### config.mk
export PLATFORM = sky130hd
export DESIGN_NAME = pdpm_ctrl
export DESIGN_NICKNAME = d
export VERILOG_FILES = /design/src/hw/pdpm_ctrl.v
export VERILOG_INCLUDE_DIRS = /design/src /design/src/hw
export SDC_FILE = /design/constraint.sdc
export NUM_CORES = 1
export LEC_CHECK = 0
export ABC_AREA = 1
export BUFFER_PORTS_ARGS = -buffer_cell sky130_fd_sc_hd__buf_4
export CAP_MARGIN = 20
export CORE_MARGIN = 5
export CORE_UTILIZATION = 50
export DETAILED_ROUTE_END_ITERATION = 8
export PLACE_DENSITY_LB_ADDON = 0.15
export REMOVE_ABC_BUFFERS = 1
export SLEW_MARGIN = 20
export SYNTH_ARGS = -nofsm -noshare
export SYNTH_HDL_FRONTEND = slang
export SYNTH_SLANG_ARGS = --single-unit
### constraint.sdc
create_clock -name clk -period 1.8 [get_ports clk]
set_input_delay 0.36 -clock clk [delete_from_list [all_inputs] [get_ports clk]]
set_output_delay 0.36 -clock clk [all_outputs]
set_load 0.005 [all_outputs]
### src/hw/pdpm_map.vh
`ifndef PDPM_MAP_VH
`define PDPM_MAP_VH
// clock period in ns (20 MHz)
`define PDPM_CLK_NS        50
// shutdown low time, ns (1.5 ms)
`define PDPM_OFF_NS        1500000
`define PDPM_OFF_CYC       ((`PDPM_OFF_NS + `PDPM_CLK_NS - 1) / `PDPM_CLK_NS)
// current settling time, ns (10 us)
`define PDPM_SETTLE_NS     10000
`define PDPM_SETTLE_CYC    (`PDPM_SETTLE_NS / `PDPM_CLK_NS)
// mode filter delays, ns (120 us and 400 us)
`define PDPM_DLY1_NS       120000
`define PDPM_DLY1_CYC      (`PDPM_DLY1_NS / `PDPM_CLK_NS)
`define PDPM_DLY2_NS       400000
`define PDPM_DLY2_CYC      (`PDPM_DLY2_NS / `PDPM_CLK_NS)
// third step delay, not given: reuse the first filter delay
`define PDPM_DLY3_CYC      (`PDPM_DLY1_NS / `PDPM_CLK_NS)
// pump ratio codes on the mode output
`define PDPM_RATIO_1X      2'h0
`define PDPM_RATIO_133     2'h1
`define PDPM_RATIO_15      2'h2
`define PDPM_RATIO_2X      2'h3
`define PDPM_STEP_ZERO     4'h0
`define PDPM_STEP_FULL     4'hF
`define PDPM_STEP_ONE      4'h1
`define PDPM_CNT_W         16
// span counter start and step, sized to the counter width
`define PDPM_CNT_ZERO      16'h0000
`define PDPM_CNT_ONE       16'h0001
// all six sinks released, zero current
`define PDPM_SINKS_OFF     6'h00
`endif

### src/hw/pdpm_ctrl.v
`timescale 1ns/10ps
`include "pdpm_map.vh"
module pdpm_ctrl #(
  parameter OFF_CYC = `PDPM_OFF_CYC,
  parameter DLY1    = `PDPM_DLY1_CYC,
  parameter DLY2    = `PDPM_DLY2_CYC,
  parameter DLY3    = `PDPM_DLY3_CYC
) (
  input  wire       clk,
  input  wire       rst,
  input  wire       program_line,
  input  wire       under_voltage,
  input  wire       headroom_low,
  input  wire       headroom_1x_ok,
  output reg        enabled,
  output reg  [3:0] current_step,
  output reg  [5:0] sink_oe,
  output reg  [1:0] pump_ratio,
  output reg        settling
);

  // states of the pump sequencer, one-hot
  localparam [3:0] ST_1X  = 4'h1;
  localparam [3:0] ST_133 = 4'h2;
  localparam [3:0] ST_15  = 4'h4;
  localparam [3:0] ST_2X  = 4'h8;

  // settle span kept as an integer so its low bits are picked on purpose
  localparam integer SETTLE = `PDPM_SETTLE_CYC;

  reg                    line_q;
  reg [`PDPM_CNT_W-1:0]  low_cnt;
  reg [3:0]              step;
  reg [`PDPM_CNT_W-1:0]  settle_cnt;
  reg [3:0]              state;
  reg [3:0]              next_state;
  reg [`PDPM_CNT_W-1:0]  dly_cnt;
  reg [`PDPM_CNT_W-1:0]  next_dly;
  wire                   rise;
  wire                   off_now;
  wire                   settle_end;

  // wraps 15 back to zero
  function [3:0] step_inc;
    input [3:0] s;
    begin
      step_inc = (s == `PDPM_STEP_FULL) ? `PDPM_STEP_ZERO : s + `PDPM_STEP_ONE;
    end
  endfunction

  // true on the last cycle of a span of limit cycles
  function cnt_last;
    input [`PDPM_CNT_W-1:0] cnt;
    input [`PDPM_CNT_W-1:0] limit;
    begin
      cnt_last = (cnt == limit - `PDPM_CNT_ONE);
    end
  endfunction

  // one more cycle on a span counter
  function [`PDPM_CNT_W-1:0] cnt_inc;
    input [`PDPM_CNT_W-1:0] cnt;
    begin
      cnt_inc = cnt + `PDPM_CNT_ONE;
    end
  endfunction

  // ratio code shown on the mode output for a sequencer state
  function [1:0] ratio_of;
    input [3:0] st;
    begin
      case (st)
        ST_133:  ratio_of = `PDPM_RATIO_133;
        ST_15:   ratio_of = `PDPM_RATIO_15;
        ST_2X:   ratio_of = `PDPM_RATIO_2X;
        default: ratio_of = `PDPM_RATIO_1X;
      endcase
    end
  endfunction

  // line_q resets low, the idle level, so no false edge follows reset
  assign rise       = program_line & ~line_q;
  // the timeout compares the count already reached, so the line low for OFF_CYC cycles shuts down
  assign off_now    = cnt_last(low_cnt, OFF_CYC[`PDPM_CNT_W-1:0]) & ~program_line;
  // last cycle of the settle window
  assign settle_end = cnt_last(settle_cnt, SETTLE[`PDPM_CNT_W-1:0]);

  // enable, low-time detector and step counter
  // the rise that wakes the device is swallowed: it only enables
  always @(posedge clk) begin
    if (rst || under_voltage) begin
      line_q       <= 1'b0;
      low_cnt      <= `PDPM_CNT_ZERO;
      enabled      <= 1'b0;
      step         <= `PDPM_STEP_ZERO;
    end else begin
      line_q <= program_line;
      // any high level restarts the low-time measurement
      if (program_line)
        low_cnt <= `PDPM_CNT_ZERO;
      else if (enabled && !off_now)
        low_cnt <= cnt_inc(low_cnt);
      if (enabled && off_now) begin
        enabled <= 1'b0;
        step    <= `PDPM_STEP_ZERO;
        low_cnt <= `PDPM_CNT_ZERO;
      end else if (!enabled && program_line) begin
        enabled <= 1'b1;
      end else if (enabled && rise) begin
        step <= step_inc(step);
      end
    end
  end

  // settle window: new step reaches the sinks after the settling time
  // steps taken during a window are merged; the latest one wins at its end
  always @(posedge clk) begin
    if (rst || under_voltage) begin
      settle_cnt   <= `PDPM_CNT_ZERO;
      settling     <= 1'b0;
      current_step <= `PDPM_STEP_ZERO;
      sink_oe      <= `PDPM_SINKS_OFF;
    end else begin
      sink_oe <= {6{enabled}};
      if (!enabled) begin
        current_step <= `PDPM_STEP_ZERO;
        settle_cnt   <= `PDPM_CNT_ZERO;
        settling     <= 1'b0;
      end else if (step != current_step && !settling) begin
        settling   <= 1'b1;
        settle_cnt <= `PDPM_CNT_ZERO;
      end else if (settling) begin
        if (settle_end) begin
          current_step <= step;
          settling     <= 1'b0;
        end else
          settle_cnt <= cnt_inc(settle_cnt);
      end
    end
  end

  // pump sequencer next state; the filter delay restarts when headroom recovers
  // a return to 1x wins over a further step up, so a boosted mode never lingers
  always @* begin
    next_state = state;
    next_dly   = `PDPM_CNT_ZERO;
    case (state)
      ST_1X: begin
        if (headroom_low) begin
          if (cnt_last(dly_cnt, DLY1[`PDPM_CNT_W-1:0]))
            next_state = ST_133;
          else
            next_dly = cnt_inc(dly_cnt);
        end
      end
      ST_133: begin
        if (headroom_1x_ok)
          next_state = ST_1X;
        else if (headroom_low) begin
          if (cnt_last(dly_cnt, DLY2[`PDPM_CNT_W-1:0]))
            next_state = ST_15;
          else
            next_dly = cnt_inc(dly_cnt);
        end
      end
      ST_15: begin
        if (headroom_1x_ok)
          next_state = ST_1X;
        else if (headroom_low) begin
          if (cnt_last(dly_cnt, DLY3[`PDPM_CNT_W-1:0]))
            next_state = ST_2X;
          else
            next_dly = cnt_inc(dly_cnt);
        end
      end
      // top ratio: only the way back to 1x is left
      ST_2X: begin
        if (headroom_1x_ok)
          next_state = ST_1X;
      end
      default: next_state = ST_1X;
    endcase
  end

  // sequencer registers; pump held in 1x while shut down
  // the ratio output is registered from next_state so it moves with the state
  always @(posedge clk) begin
    if (rst || under_voltage || !enabled) begin
      state      <= ST_1X;
      dly_cnt    <= `PDPM_CNT_ZERO;
      pump_ratio <= `PDPM_RATIO_1X;
    end else begin
      state      <= next_state;
      dly_cnt    <= next_dly;
      pump_ratio <= ratio_of(next_state);
    end
  end

endmodule // pdpm_ctrl

Word-level counts from Yosys, hierarchy flattened
Index checks and enable logic that the tools add are counted.
W data, S select, Z words.
{"block": "op_classes", "mux": 22, "eq_ne": 13, "bitwise_logic": 8, "addsub": 4, "n_reduce_logical": 17}
{"operator": "$mux W16", "n": 6}
{"operator": "$add A16 B1 Y16 const B", "n": 3}
{"operator": "$pmux W16 S3", "n": 1}
{"operator": "$mux W4", "n": 10}
{"operator": "$eq A16 B12 Y1 const B", "n": 1}
{"operator": "$eq A16 B13 Y1 const B", "n": 1}
{"operator": "$eq A16 B15 Y1 const B", "n": 1}
{"operator": "$eq A16 B8 Y1 const B", "n": 1}
{"operator": "$pmux W4 S4", "n": 1}
{"operator": "$eq A4 B4 Y1 const B", "n": 3}
{"operator": "$eq A4 B2 Y1 const B", "n": 2}
{"operator": "$eq A4 B3 Y1 const B", "n": 2}
{"operator": "$not A1 Y1", "n": 6}
{"operator": "$pmux W2 S3", "n": 1}
{"operator": "$reduce_or A3 Y1", "n": 2}
{"operator": "$logic_and A1 B1 Y1", "n": 5}
{"operator": "$add A4 B1 Y4 const B", "n": 1}
{"operator": "$eq A4 B1 Y1 const B", "n": 1}
{"operator": "$ne A4 B4 Y1", "n": 1}
{"operator": "$reduce_and A2 Y1", "n": 2}
{"operator": "$reduce_or A2 Y1", "n": 2}
{"operator": "$logic_not A1 Y1", "n": 3}
{"operator": "$mux W1", "n": 3}
{"operator": "$reduce_and A3 Y1", "n": 1}
{"operator": "other kinds (2)", "n": 4}
{"block": "totals", "out_inout_bits": 14, "reg_bits": 66, "input_bits": 6, "elab_cells": 75}

Longest topological paths before layout
Gate-level depths: netlist of the first run.
{"block": "depth", "word_depth": 7, "depth_mapped": 11, "ltp_nobuf": 11}

Least setup slack after synthesis of the first run
OpenSTA, ideal clock, no wires.
{"block": "synth_timing", "path_type": "register -> register", "start": "reg settle_cnt[0]", "end": "reg settle_cnt[15]", "period_less_slack_ps": 1526, "t_required_ps": 1684, "arrival_time_ps": 1410, "path_stages_with_launch": 12, "path_slack_ps": 274, "path_buffers": 1, "setup_time_ps": 116, "cell_sequence": "dfxtp_1 ha_1 inv_2 nor2_1 nand3_1 nor2_2 nand2_2 nand2_4 inv_2 buf_6 nand2_1 a21oi_1"}
{"block": "synth_between", "elab_chain_len": 3, "elab_cells_between_ends": 4, "cone_classes": "add/sub: 1; eq/ne: 1; bitwise: 1; reduce/logical: 1"}
{"element": "from (decl)", "line_no": "pdpm_ctrl.v:34", "rtl": "reg [`PDPM_CNT_W-1:0] settle_cnt;"}
{"element": "from (signal assigned)", "line_no": "pdpm_ctrl.v:119", "rtl": "settle_cnt <= `PDPM_CNT_ZERO;"}
{"element": "from (signal assigned)", "line_no": "pdpm_ctrl.v:127", "rtl": "settle_cnt <= `PDPM_CNT_ZERO;"}
{"element": "from (signal assigned)", "line_no": "pdpm_ctrl.v:131", "rtl": "settle_cnt <= `PDPM_CNT_ZERO;"}
{"element": "parallel branches: the longest is 3 deep, another holds $add A16 B1 Y16"}
Parallel ways; which one is timed is not known.
A chain may end at the register's enable or synchronous reset.

Final worst setup path of the first run
{"block": "layout_timing", "start": "reg dly_cnt[0]", "end": "reg dly_cnt[14]"}
{"block": "layout_between", "elab_chain_len": 5, "elab_cells_between_ends": 10, "cone_classes": "add/sub: 1; eq/ne: 2; mux: 7"}
{"element": "from (decl)", "line_no": "pdpm_ctrl.v:37", "rtl": "reg [`PDPM_CNT_W-1:0] dly_cnt;"}
{"element": "from (signal assigned)", "line_no": "pdpm_ctrl.v:190", "rtl": "dly_cnt <= `PDPM_CNT_ZERO;"}
{"element": "from (signal assigned)", "line_no": "pdpm_ctrl.v:194", "rtl": "dly_cnt <= next_dly;"}
{"element": "$add A16 B1 Y16 (no line), or another cell as far along"}
{"element": "$mux W16, on equally long branches", "line_no": "pdpm_ctrl.v:150, pdpm_ctrl.v:170, pdpm_ctrl.v:160"}
{"element": "$mux W16, on equally long branches", "line_no": "pdpm_ctrl.v:149, pdpm_ctrl.v:159"}
{"element": "$mux W16, on equally long branches", "line_no": "pdpm_ctrl.v:167, pdpm_ctrl.v:157"}
{"element": "$pmux W16 S3 (*)", "line_no": "pdpm_ctrl.v:147", "rtl": "case (state)"}
Every way passes the cells marked *; elsewhere a longest branch is shown, timed or not.

==> summary.md, run 1 <==
| Metric | Value |
|---|---|
| Clk_lat worst skew | between 0.3 and 0.4 ns |
| Count of cell types in the netlist | 31 |
| Tot Pwr | about 0.0028 W |
| Most common cell after layout, fill and taps aside | nand2_1 |
| Worst R2R Start | dly_cnt[0] |
| FMAX | between 600 and 700 MHz |
| Residual DRC | 0 |
| Synthesized area per cell | between 6 and 7 µm² |
| Total placed cells including tap cells | about 660 |
| Grt total ovfl | 0 |
| Row cnt | 31 |
| Worst hold margin | about 0.21 ns |
| Gp weighted congestion | ~0.88 |
| Number of max-cap violations | 0 |
| Fillcell total | 723 |
| I/O Buffers | 19 |
| Deepest clock path buffer count | 2 |
| Post-route minimum period | approximately 1.6 ns |
| Sequential area share after synthesis | 0.357 |
| CP Max Fanout | 5 |
| Final setup fails | 0 |
| Diodes inserted | 0 |
| RSZ-0062 raised after global routing | no |
| CTS tree | done |
| Gr usage total | 0.178 |
| CTS Sinks | 66 |
| Slew Limit Fails | 0 |
| Leakage | 1.59 nW |
| Hold buffers post-CTS | 0 |
| Final hold vios | 0 |
| Worst-path clk slew | ~0.080 ns |
| Global-route wire length before repair | 13000 µm |
| Initial antenna violation count | 0 |
| R2R Setup Slk | about 0.19 ns |
| Worst hold path type | input port to flop |
| Htree depth | 3 |
| WL per Instance | approximately 11 µm |
| Slew @ Worst Pin | ~0.35 ns |
| Warnings, synthesis | 0 |
| Worst ir drop on vdd | roughly 0.00034 V |
| Final clock skew | approximately 0.011 ns |
| Nature of the critical path endpoint | flop |
| WHS Path Cells | 2 |
| Slew Limit Headroom | 0.765 |
| Post-route setup TNS | 0 ns |
| Nets | 581 |
| Status | complete, no violations |
| Starting Density | 0.513 |
| Top Ports | 20 |
| Via count | 3306 |
| Die Width | between 90 and 100 µm |
| Fin crit share | 0.893 |
| Reg2reg path depth | 10 |
| Fin cells | around 680 |
| Drt pass-1 iters | 5 |
| Hold path startpoint | rst |
| Post-CTS Setup Bufs | 0 |
| Largest net degree at the start of global routing | 17 |
| DR iter-0 viols | 127 |
| Post-DRT Antenna Nets | 0 |
| Final WL | between 7000 and 8000 µm |
| PwrDens | between 600 and 700 mW/mm² |
| Hold Path Sink | line_q |
| Die Ht | a little under 100 µm |
| TritonCTS buffer count | 9 |
| Core Area | around 0.007 mm² |
| FF+latch count, synth | 66 |
| Vias in the first global route | between 2000 and 3000 |
| Final Util | 0.572 |
| Critical path class | flop to flop |
| CP arrival | approximately 1.9 ns |
| Die ar. | around 0.009 mm² |
| Cells after Synth | 546 |
| Share of cells above drive strength 1 | 0.144 |
| Commonest non-fill, non-tap cells in the layout | nand2_1 (149), nor2_1 (73), inv_1 (64), dfxtp_1 (64), a21oi_1 (39) |
| CP required | between 2 and 2.5 ns |
| Post-Syn Area | roughly 0.0037 mm² |
| Startpoint types | flop |
| Via-to-Cell Ratio | between 4 and 5 |
| Placed wire-length estimate | roughly 5700 µm |
| Root Buffer | clkbuf_8 |
| R2r endpoint | dly_cnt[14] |
| Layout area overhead | 11.5% |
[worst max-delay path, cell delays in order (launching register included)]
cell and delay (ns):
dfxtp_1 0.36, ha_2 0.21, nand3_2 0.13, nor2_4 0.16
nand3_1 0.15, nand2_1 0.09, nand2_1 0.06, nand2_2 0.14
inv_1 0.11, nand2_1 0.07, nor2_1 0.04
[flip-flops by register name, summed over array words and instances, names as in the netlist]
name / flops
dly_cnt: 16
low_cnt: 16
settle_cnt: 16
current_step: 4
state: 4
step: 4
pump_ratio: 2
enabled: 1
line_q: 1
settling: 1
sink_oe: 1
[cells in the mapped netlist]
master	n	share of area
a21oi_1	39	0.053
a21oi_2	1	0.0024
a31oi_1	1	0.0017
buf_12	1	0.0054
buf_2	1	0.0014
buf_4	7	0.014
buf_6	4	0.012
dfxtp_1	66	0.36
ha_1	4	0.014
inv_1	64	0.065
inv_2	5	0.0051
nand2_1	149	0.15
nand2_2	6	0.010
nand2_4	1	0.0030
nand3_1	34	0.046
nand3_2	2	0.0054
nand4_1	13	0.022
nand4_2	2	0.0068
nor2_1	73	0.074
nor2_2	4	0.0068
nor2_4	1	0.0030
nor3_1	10	0.014
nor3_2	13	0.035
o21a_1	2	0.0041
o21ai_0	12	0.016
o21bai_1	1	0.0020
o31ai_2	1	0.0034
or2_0	1	0.0017
or2_2	1	0.0017
xnor2_1	8	0.019
xor2_1	19	0.045
[repair_timing]
item,4_1_cts,5_1_grt
endpoints found under the setup margin,0,7
endpoints found under the hold margin,0,0
resized for setup,0,3
[area by class of cell]
class	instances	area (µm²)	share of cell area
inverters	69	259	0.0628
clock buffers	10	138	0.0334
flip-flops and latches	66	1320	0.321
multi-input cells	398	2000	0.485
clock inverters	6	65.1	0.0158
repair buffers	27	215	0.0522
well taps	99	124	0.0300
[through the flow]
stage | instance area (µm²) | setup WS [ns]
floorplan | 3580 | 0.267
global placement | 3920 | 0.206
detailed placement | 3920 | 0.184
CTS | 4120 | 0.178
global route | 4130 | 0.00928
finish | 4130 | 0.193
[logic make-up (layout without fill, tap and decap cells)]
logic type | Yosys count | in the layout | synth area share
AOI/OAI and AO/OA | 57 | 57 | 0.0825
buffers and inverters | 82 | 112 | 0.103
DFF | 66 | 66 | 0.357
and+or+nand+nor | 310 | 310 | 0.380
xor gates and xnor gates | 27 | 27 | 0.0639
adders and majority gates | 4 | 4 | 0.0135
[how the worst max path moves through the flow]
stage                        from  cells past startpoint  slack, ns            end
floorplan           settle_cnt[0]                     10       0.27  settle_cnt[2]
global placement       dly_cnt[0]                     10       0.21    dly_cnt[14]
detailed placement     dly_cnt[0]                     10       0.18    dly_cnt[13]
CTS                    dly_cnt[0]                     10       0.18    dly_cnt[13]
global route           dly_cnt[0]                     10      0.009    dly_cnt[13]
finish                 dly_cnt[0]                     10       0.19    dly_cnt[14]
[power breakdown]
| group | switching, W | internal (W) | leakage (nW) |
|---|---|---|---|
| sequential | 0.00000540 | 0.00146 | 0.533 |
| combinational | 0.0000449 | 0.0000278 | 0.951 |
| clock | 0.000595 | 0.000679 | 0.103 |
[per-layer routing]
metal | global-route usage | share of wire | vias up
met2 | 0.270 | 0.44 | 47
met3 | 0.0422 | 0.030 | 9
met5 | 0 | 0 | -
met4 | 0.0640 | 0.012 | 0
met1 | 0.244 | 0.52 | 1482
li1 | - | - | 1768
No activity file was read; power rests on OpenSTA's default activity.
==> inputs of run 2 (changes only) <==
Settings changed: ABC_AREA 1 to default, CORE_MARGIN 5 to 2, RECOVER_POWER from default to 25.
==> run 2 against run 1 <==
Area after synthesis is 11% lower. Final area is 6.2% lower. Synthesized cell count is 30% lower. Sequential power hardly changed. Clock skew is 0.0027 ns lower. Wire length is 8.4% lower.
==> summary.md, run 2 <==
| Metric | Value |
|---|---|
| Slew Limit Fails | 0 (unchanged) |
| Total placed cells including tap cells | 494 (was 659) |
| CP Max Fanout | 14 (was 5) |
| I/O Buffers | 19 (unchanged) |
| Final hold vios | 0 (unchanged) |
| PwrDens | 670 mW/mm² (was 682 mW/mm²) |
| Slew Limit Headroom | 0.659 (was 0.765) |
| Synthesized area per cell | 8.57 µm² (was 6.78 µm²) |
| Register Area | 0.00132 mm² (about the same) |
| Placed wire-length estimate | 4920 µm (was 5660 µm) |
| Asr flop ratio synth | 0 (unchanged) |
| Critical path class | flop to flop (unchanged) |
| Synth area leaders | dfxtp_1 (40%), xnor2_1 (6.9%), nand3_1 (4.0%), nor3_1 (3.8%), nor2_1 (3.5%) (was dfxtp_1 (36%), nand2_1 (15%), nor2_1 (7.4%), inv_1 (6.5%), a21oi_1 (5.3%)) |
| Share of cells above drive strength 1 | 0.172 (was 0.144) |
| Layout area overhead | 17.9% (was 11.5%) |
| Global-route wire length before repair | 11700 µm (was 13000 µm) |
| Slew @ Worst Pin | 0.511 ns (was 0.350 ns) |
| Vias in the first global route | 2688 (was 2997) |
| TritonCTS buffer count | 9 (unchanged) |
| Final WS setup | 0.0783 ns (was 0.193 ns) |
| Most common cell after layout, fill and taps aside | dfxtp_1 (was nand2_1) |
| Gp weighted congestion | 0.851 (was 0.881) |
| Count of cell types in the netlist | 53 (was 31) |
| Nature of the critical path endpoint | flop (unchanged) |
| CP required | 2.03 ns (was 2.04 ns) |
| Startpoint types | flop (unchanged) |
| CTS Sinks | 66 (unchanged) |
| Nets | 440 (was 581) |
| Commonest non-fill, non-tap cells in the layout | dfxtp_1 (66), buf_4 (36), nor2_1 (31) (was nand2_1 (149), nor2_1 (73), inv_1 (64), dfxtp_1 (64), a21oi_1 (39)) |
| Status | complete, no violations (unchanged) |
| Cells after Synth | 383 (was 546) |
| Final WL | 6870 µm (was 7490 µm) |
| Top-count cell post-synth | dfxtp_1 (was nand2_1) |
| Place WS | 0.0214 ns (was 0.184 ns) |
| Core Area | 0.00635 mm² (was 0.00721 mm²) |
| Top Ports | 20 (unchanged) |
| CTS tree | done (unchanged) |
| Largest net degree at the start of global routing | 17 (unchanged) |
| Via count | 2961 (was 3306) |
| Post-synth EDFFs | 0 (unchanged) |
| Top post-synthesis cells by count | dfxtp_1 (66), nor2_1 (31), nand3_1 (26), xnor2_1 (26), nor3_1 (25) (was nand2_1 (149), nor2_1 (73), dfxtp_1 (66)) |
| FF+latch count, synth | 66 (unchanged) |
| Htree depth | 3 (unchanged) |
| Fin crit share | 0.957 (was 0.893) |
| Die Ht | 85 µm (was 96.1 µm) |
| Initial antenna violation count | 0 (unchanged) |
| Worst ir drop on vdd | 0.000439 V (was 0.000338 V) |
| Synth top area share | 0.403 (was 0.357) |
| Hold buffers post-CTS | 0 (unchanged) |
| Via-to-Cell Ratio | 5.78 (was 4.90) |
| FMAX | 581 MHz (was 622 MHz) |
| Final setup fails | 0 (unchanged) |
| Root Buffer | clkbuf_8 (unchanged) |
| Grt total ovfl | 0 (unchanged) |
| Largest registers | dly_cnt (16), low_cnt (16), settle_cnt (16) (unchanged) |
| Number of max-cap violations | 0 (unchanged) |
| Clk_lat worst skew | 0.34 ns (was 0.35 ns) |
| WL per Instance | 13.4 µm (was 11.1 µm) |
| Leakage | 1.25 nW (was 1.59 nW) |
| Starting Density | 0.517 (was 0.513) |
| Gr usage total | 0.197 (was 0.178) |
| Die Width | 85 µm (was 96.1 µm) |
| Primary FF master, synth | dfxtp_1 (unchanged) |
| Fin cells | 512 (was 675) |
| Worst hold margin | 0.194 ns (was 0.208 ns) |
| Die ar. | 0.00723 mm² (was 0.00923 mm²) |
| Worst hold path type | input port to flop (unchanged) |
| Drt pass-1 iters | 4 (was 5) |
| Post-route minimum period | 1.72 ns (was 1.61 ns) |
| RSZ-0062 raised after global routing | no (unchanged) |
| Diodes inserted | 0 (unchanged) |
| Area leader, netlist | dfxtp_1 (unchanged) |
| Final clock skew | 0.00798 ns (was 0.0107 ns) |
| Row cnt | 29 (was 31) |
| Final Util | 0.609 (was 0.572) |
| DR iter-0 viols | 167 (was 127) |
| Post-DRT Antenna Nets | 0 (unchanged) |
| Post-Syn Area | 0.00328 mm² (was 0.00370 mm²) |
| Residual DRC | 0 (unchanged) |
| Warnings, synthesis | 0 (unchanged) |
| CP arrival | 1.95 ns (was 1.85 ns) |
| Fillcell total | 559 (was 723) |
| Worst-path clk slew | 0.07 ns (was 0.08 ns) |
| Area of the multi-input gates | 0.00183 mm² (was 0.00200 mm²) |
| Deepest clock path buffer count | 2 (unchanged) |
| Sequential area share after synthesis | 0.403 (was 0.357) |
## run 2: per-stage QoR
stage | instance area [µm²] | power [W] | setup TNS [ns]
after floorplan | 3180 | 0.00152 | -0.814
after global placement | 3680 | 0.00156 | 0
after detailed placement | 3680 | 0.00156 | 0
after CTS | 3840 | 0.00262 | 0
after global routing | 3870 | 0.00268 | 0
final | 3870 | 0.00259 | 0
## run 2: power by group
| group | total (W) | internal [W] | switching, W | leakage (nW) |
|---|---|---|---|---|
| Sequential | 0.00147 | 0.00146 | 0.00000253 | 0.532 |
| Clock | 0.00107 | 0.000532 | 0.000533 | 0.0872 |
| Combinational | 0.0000607 | 0.0000287 | 0.0000320 | 0.631 |
| Total | 0.00259 | 0.00202 | 0.000568 | 1.25 |
## run 2: logic make-up (layout without fill, tap and decap cells)
family | count (synthesis) | count (layout) | synth area share
AO/OA/AOI/OAI | 60 | 60 | 0.117
buffers and inverters | 29 | 81 | 0.0439
XOR/XNOR | 38 | 38 | 0.101
multiplexers | 2 | 2 | 0.00610
flip-flops | 66 | 66 | 0.403
adder cells (fa/ha/maj) | 4 | 4 | 0.0153
AND/OR/NAND/NOR | 184 | 184 | 0.313
## run 2: repair_timing
| action | in CTS | in global routing |
|---|---|---|
| endpoints found under the hold margin | 0 | 0 |
| endpoints found under the setup margin | 0 | 14 |
| gates resized for setup | 0 | 5 |
| setup buffers | 0 | 1 |
## run 2: layout make-up
| type | count | area share |
|---|---|---|
| Clock inverter | 3 | 0.00388 |
| Multi-Input combinational cell | 288 | 0.474 |
| Timing Repair Buffer | 54 | 0.106 |
| Clock buffer | 13 | 0.0385 |
| Sequential cell | 66 | 0.342 |
| Tap cell | 77 | 0.0249 |
| Inverter | 11 | 0.0107 |
## run 2: routing by layer
metal	share of wire	GRT usage	wire [µm]	vias to the layer above
met4	0.014	0.0866	97	0
met5	0	0	0	-
met3	0.030	0.0340	206	9
li1	-	-	-	1497
met1	0.52	0.272	3550	1402
met2	0.44	0.303	3010	53
## run 2: worst max-delay path, cell delays in order, from the launching register on
cell	delay [ns]
dfxtp_1	0.31
or4_4	0.53
or3_4	0.39
o21ai_4	0.18
buf_12	0.15
nor3_1	0.06
## run 2: final timing paths
| path | startpoint | endpoint | slack (ns) | cells after the start |
|---|---|---|---|---|
| max | low_cnt[4] | low_cnt[2] | 0.08 | 5 |
| min | rst | line_q | 0.19 | 2 |
| max reg2reg | low_cnt[4] | low_cnt[2] | 0.08 | 5 |
| min reg2reg | dly_cnt[0] | dly_cnt[0] | 0.48 | 1 |
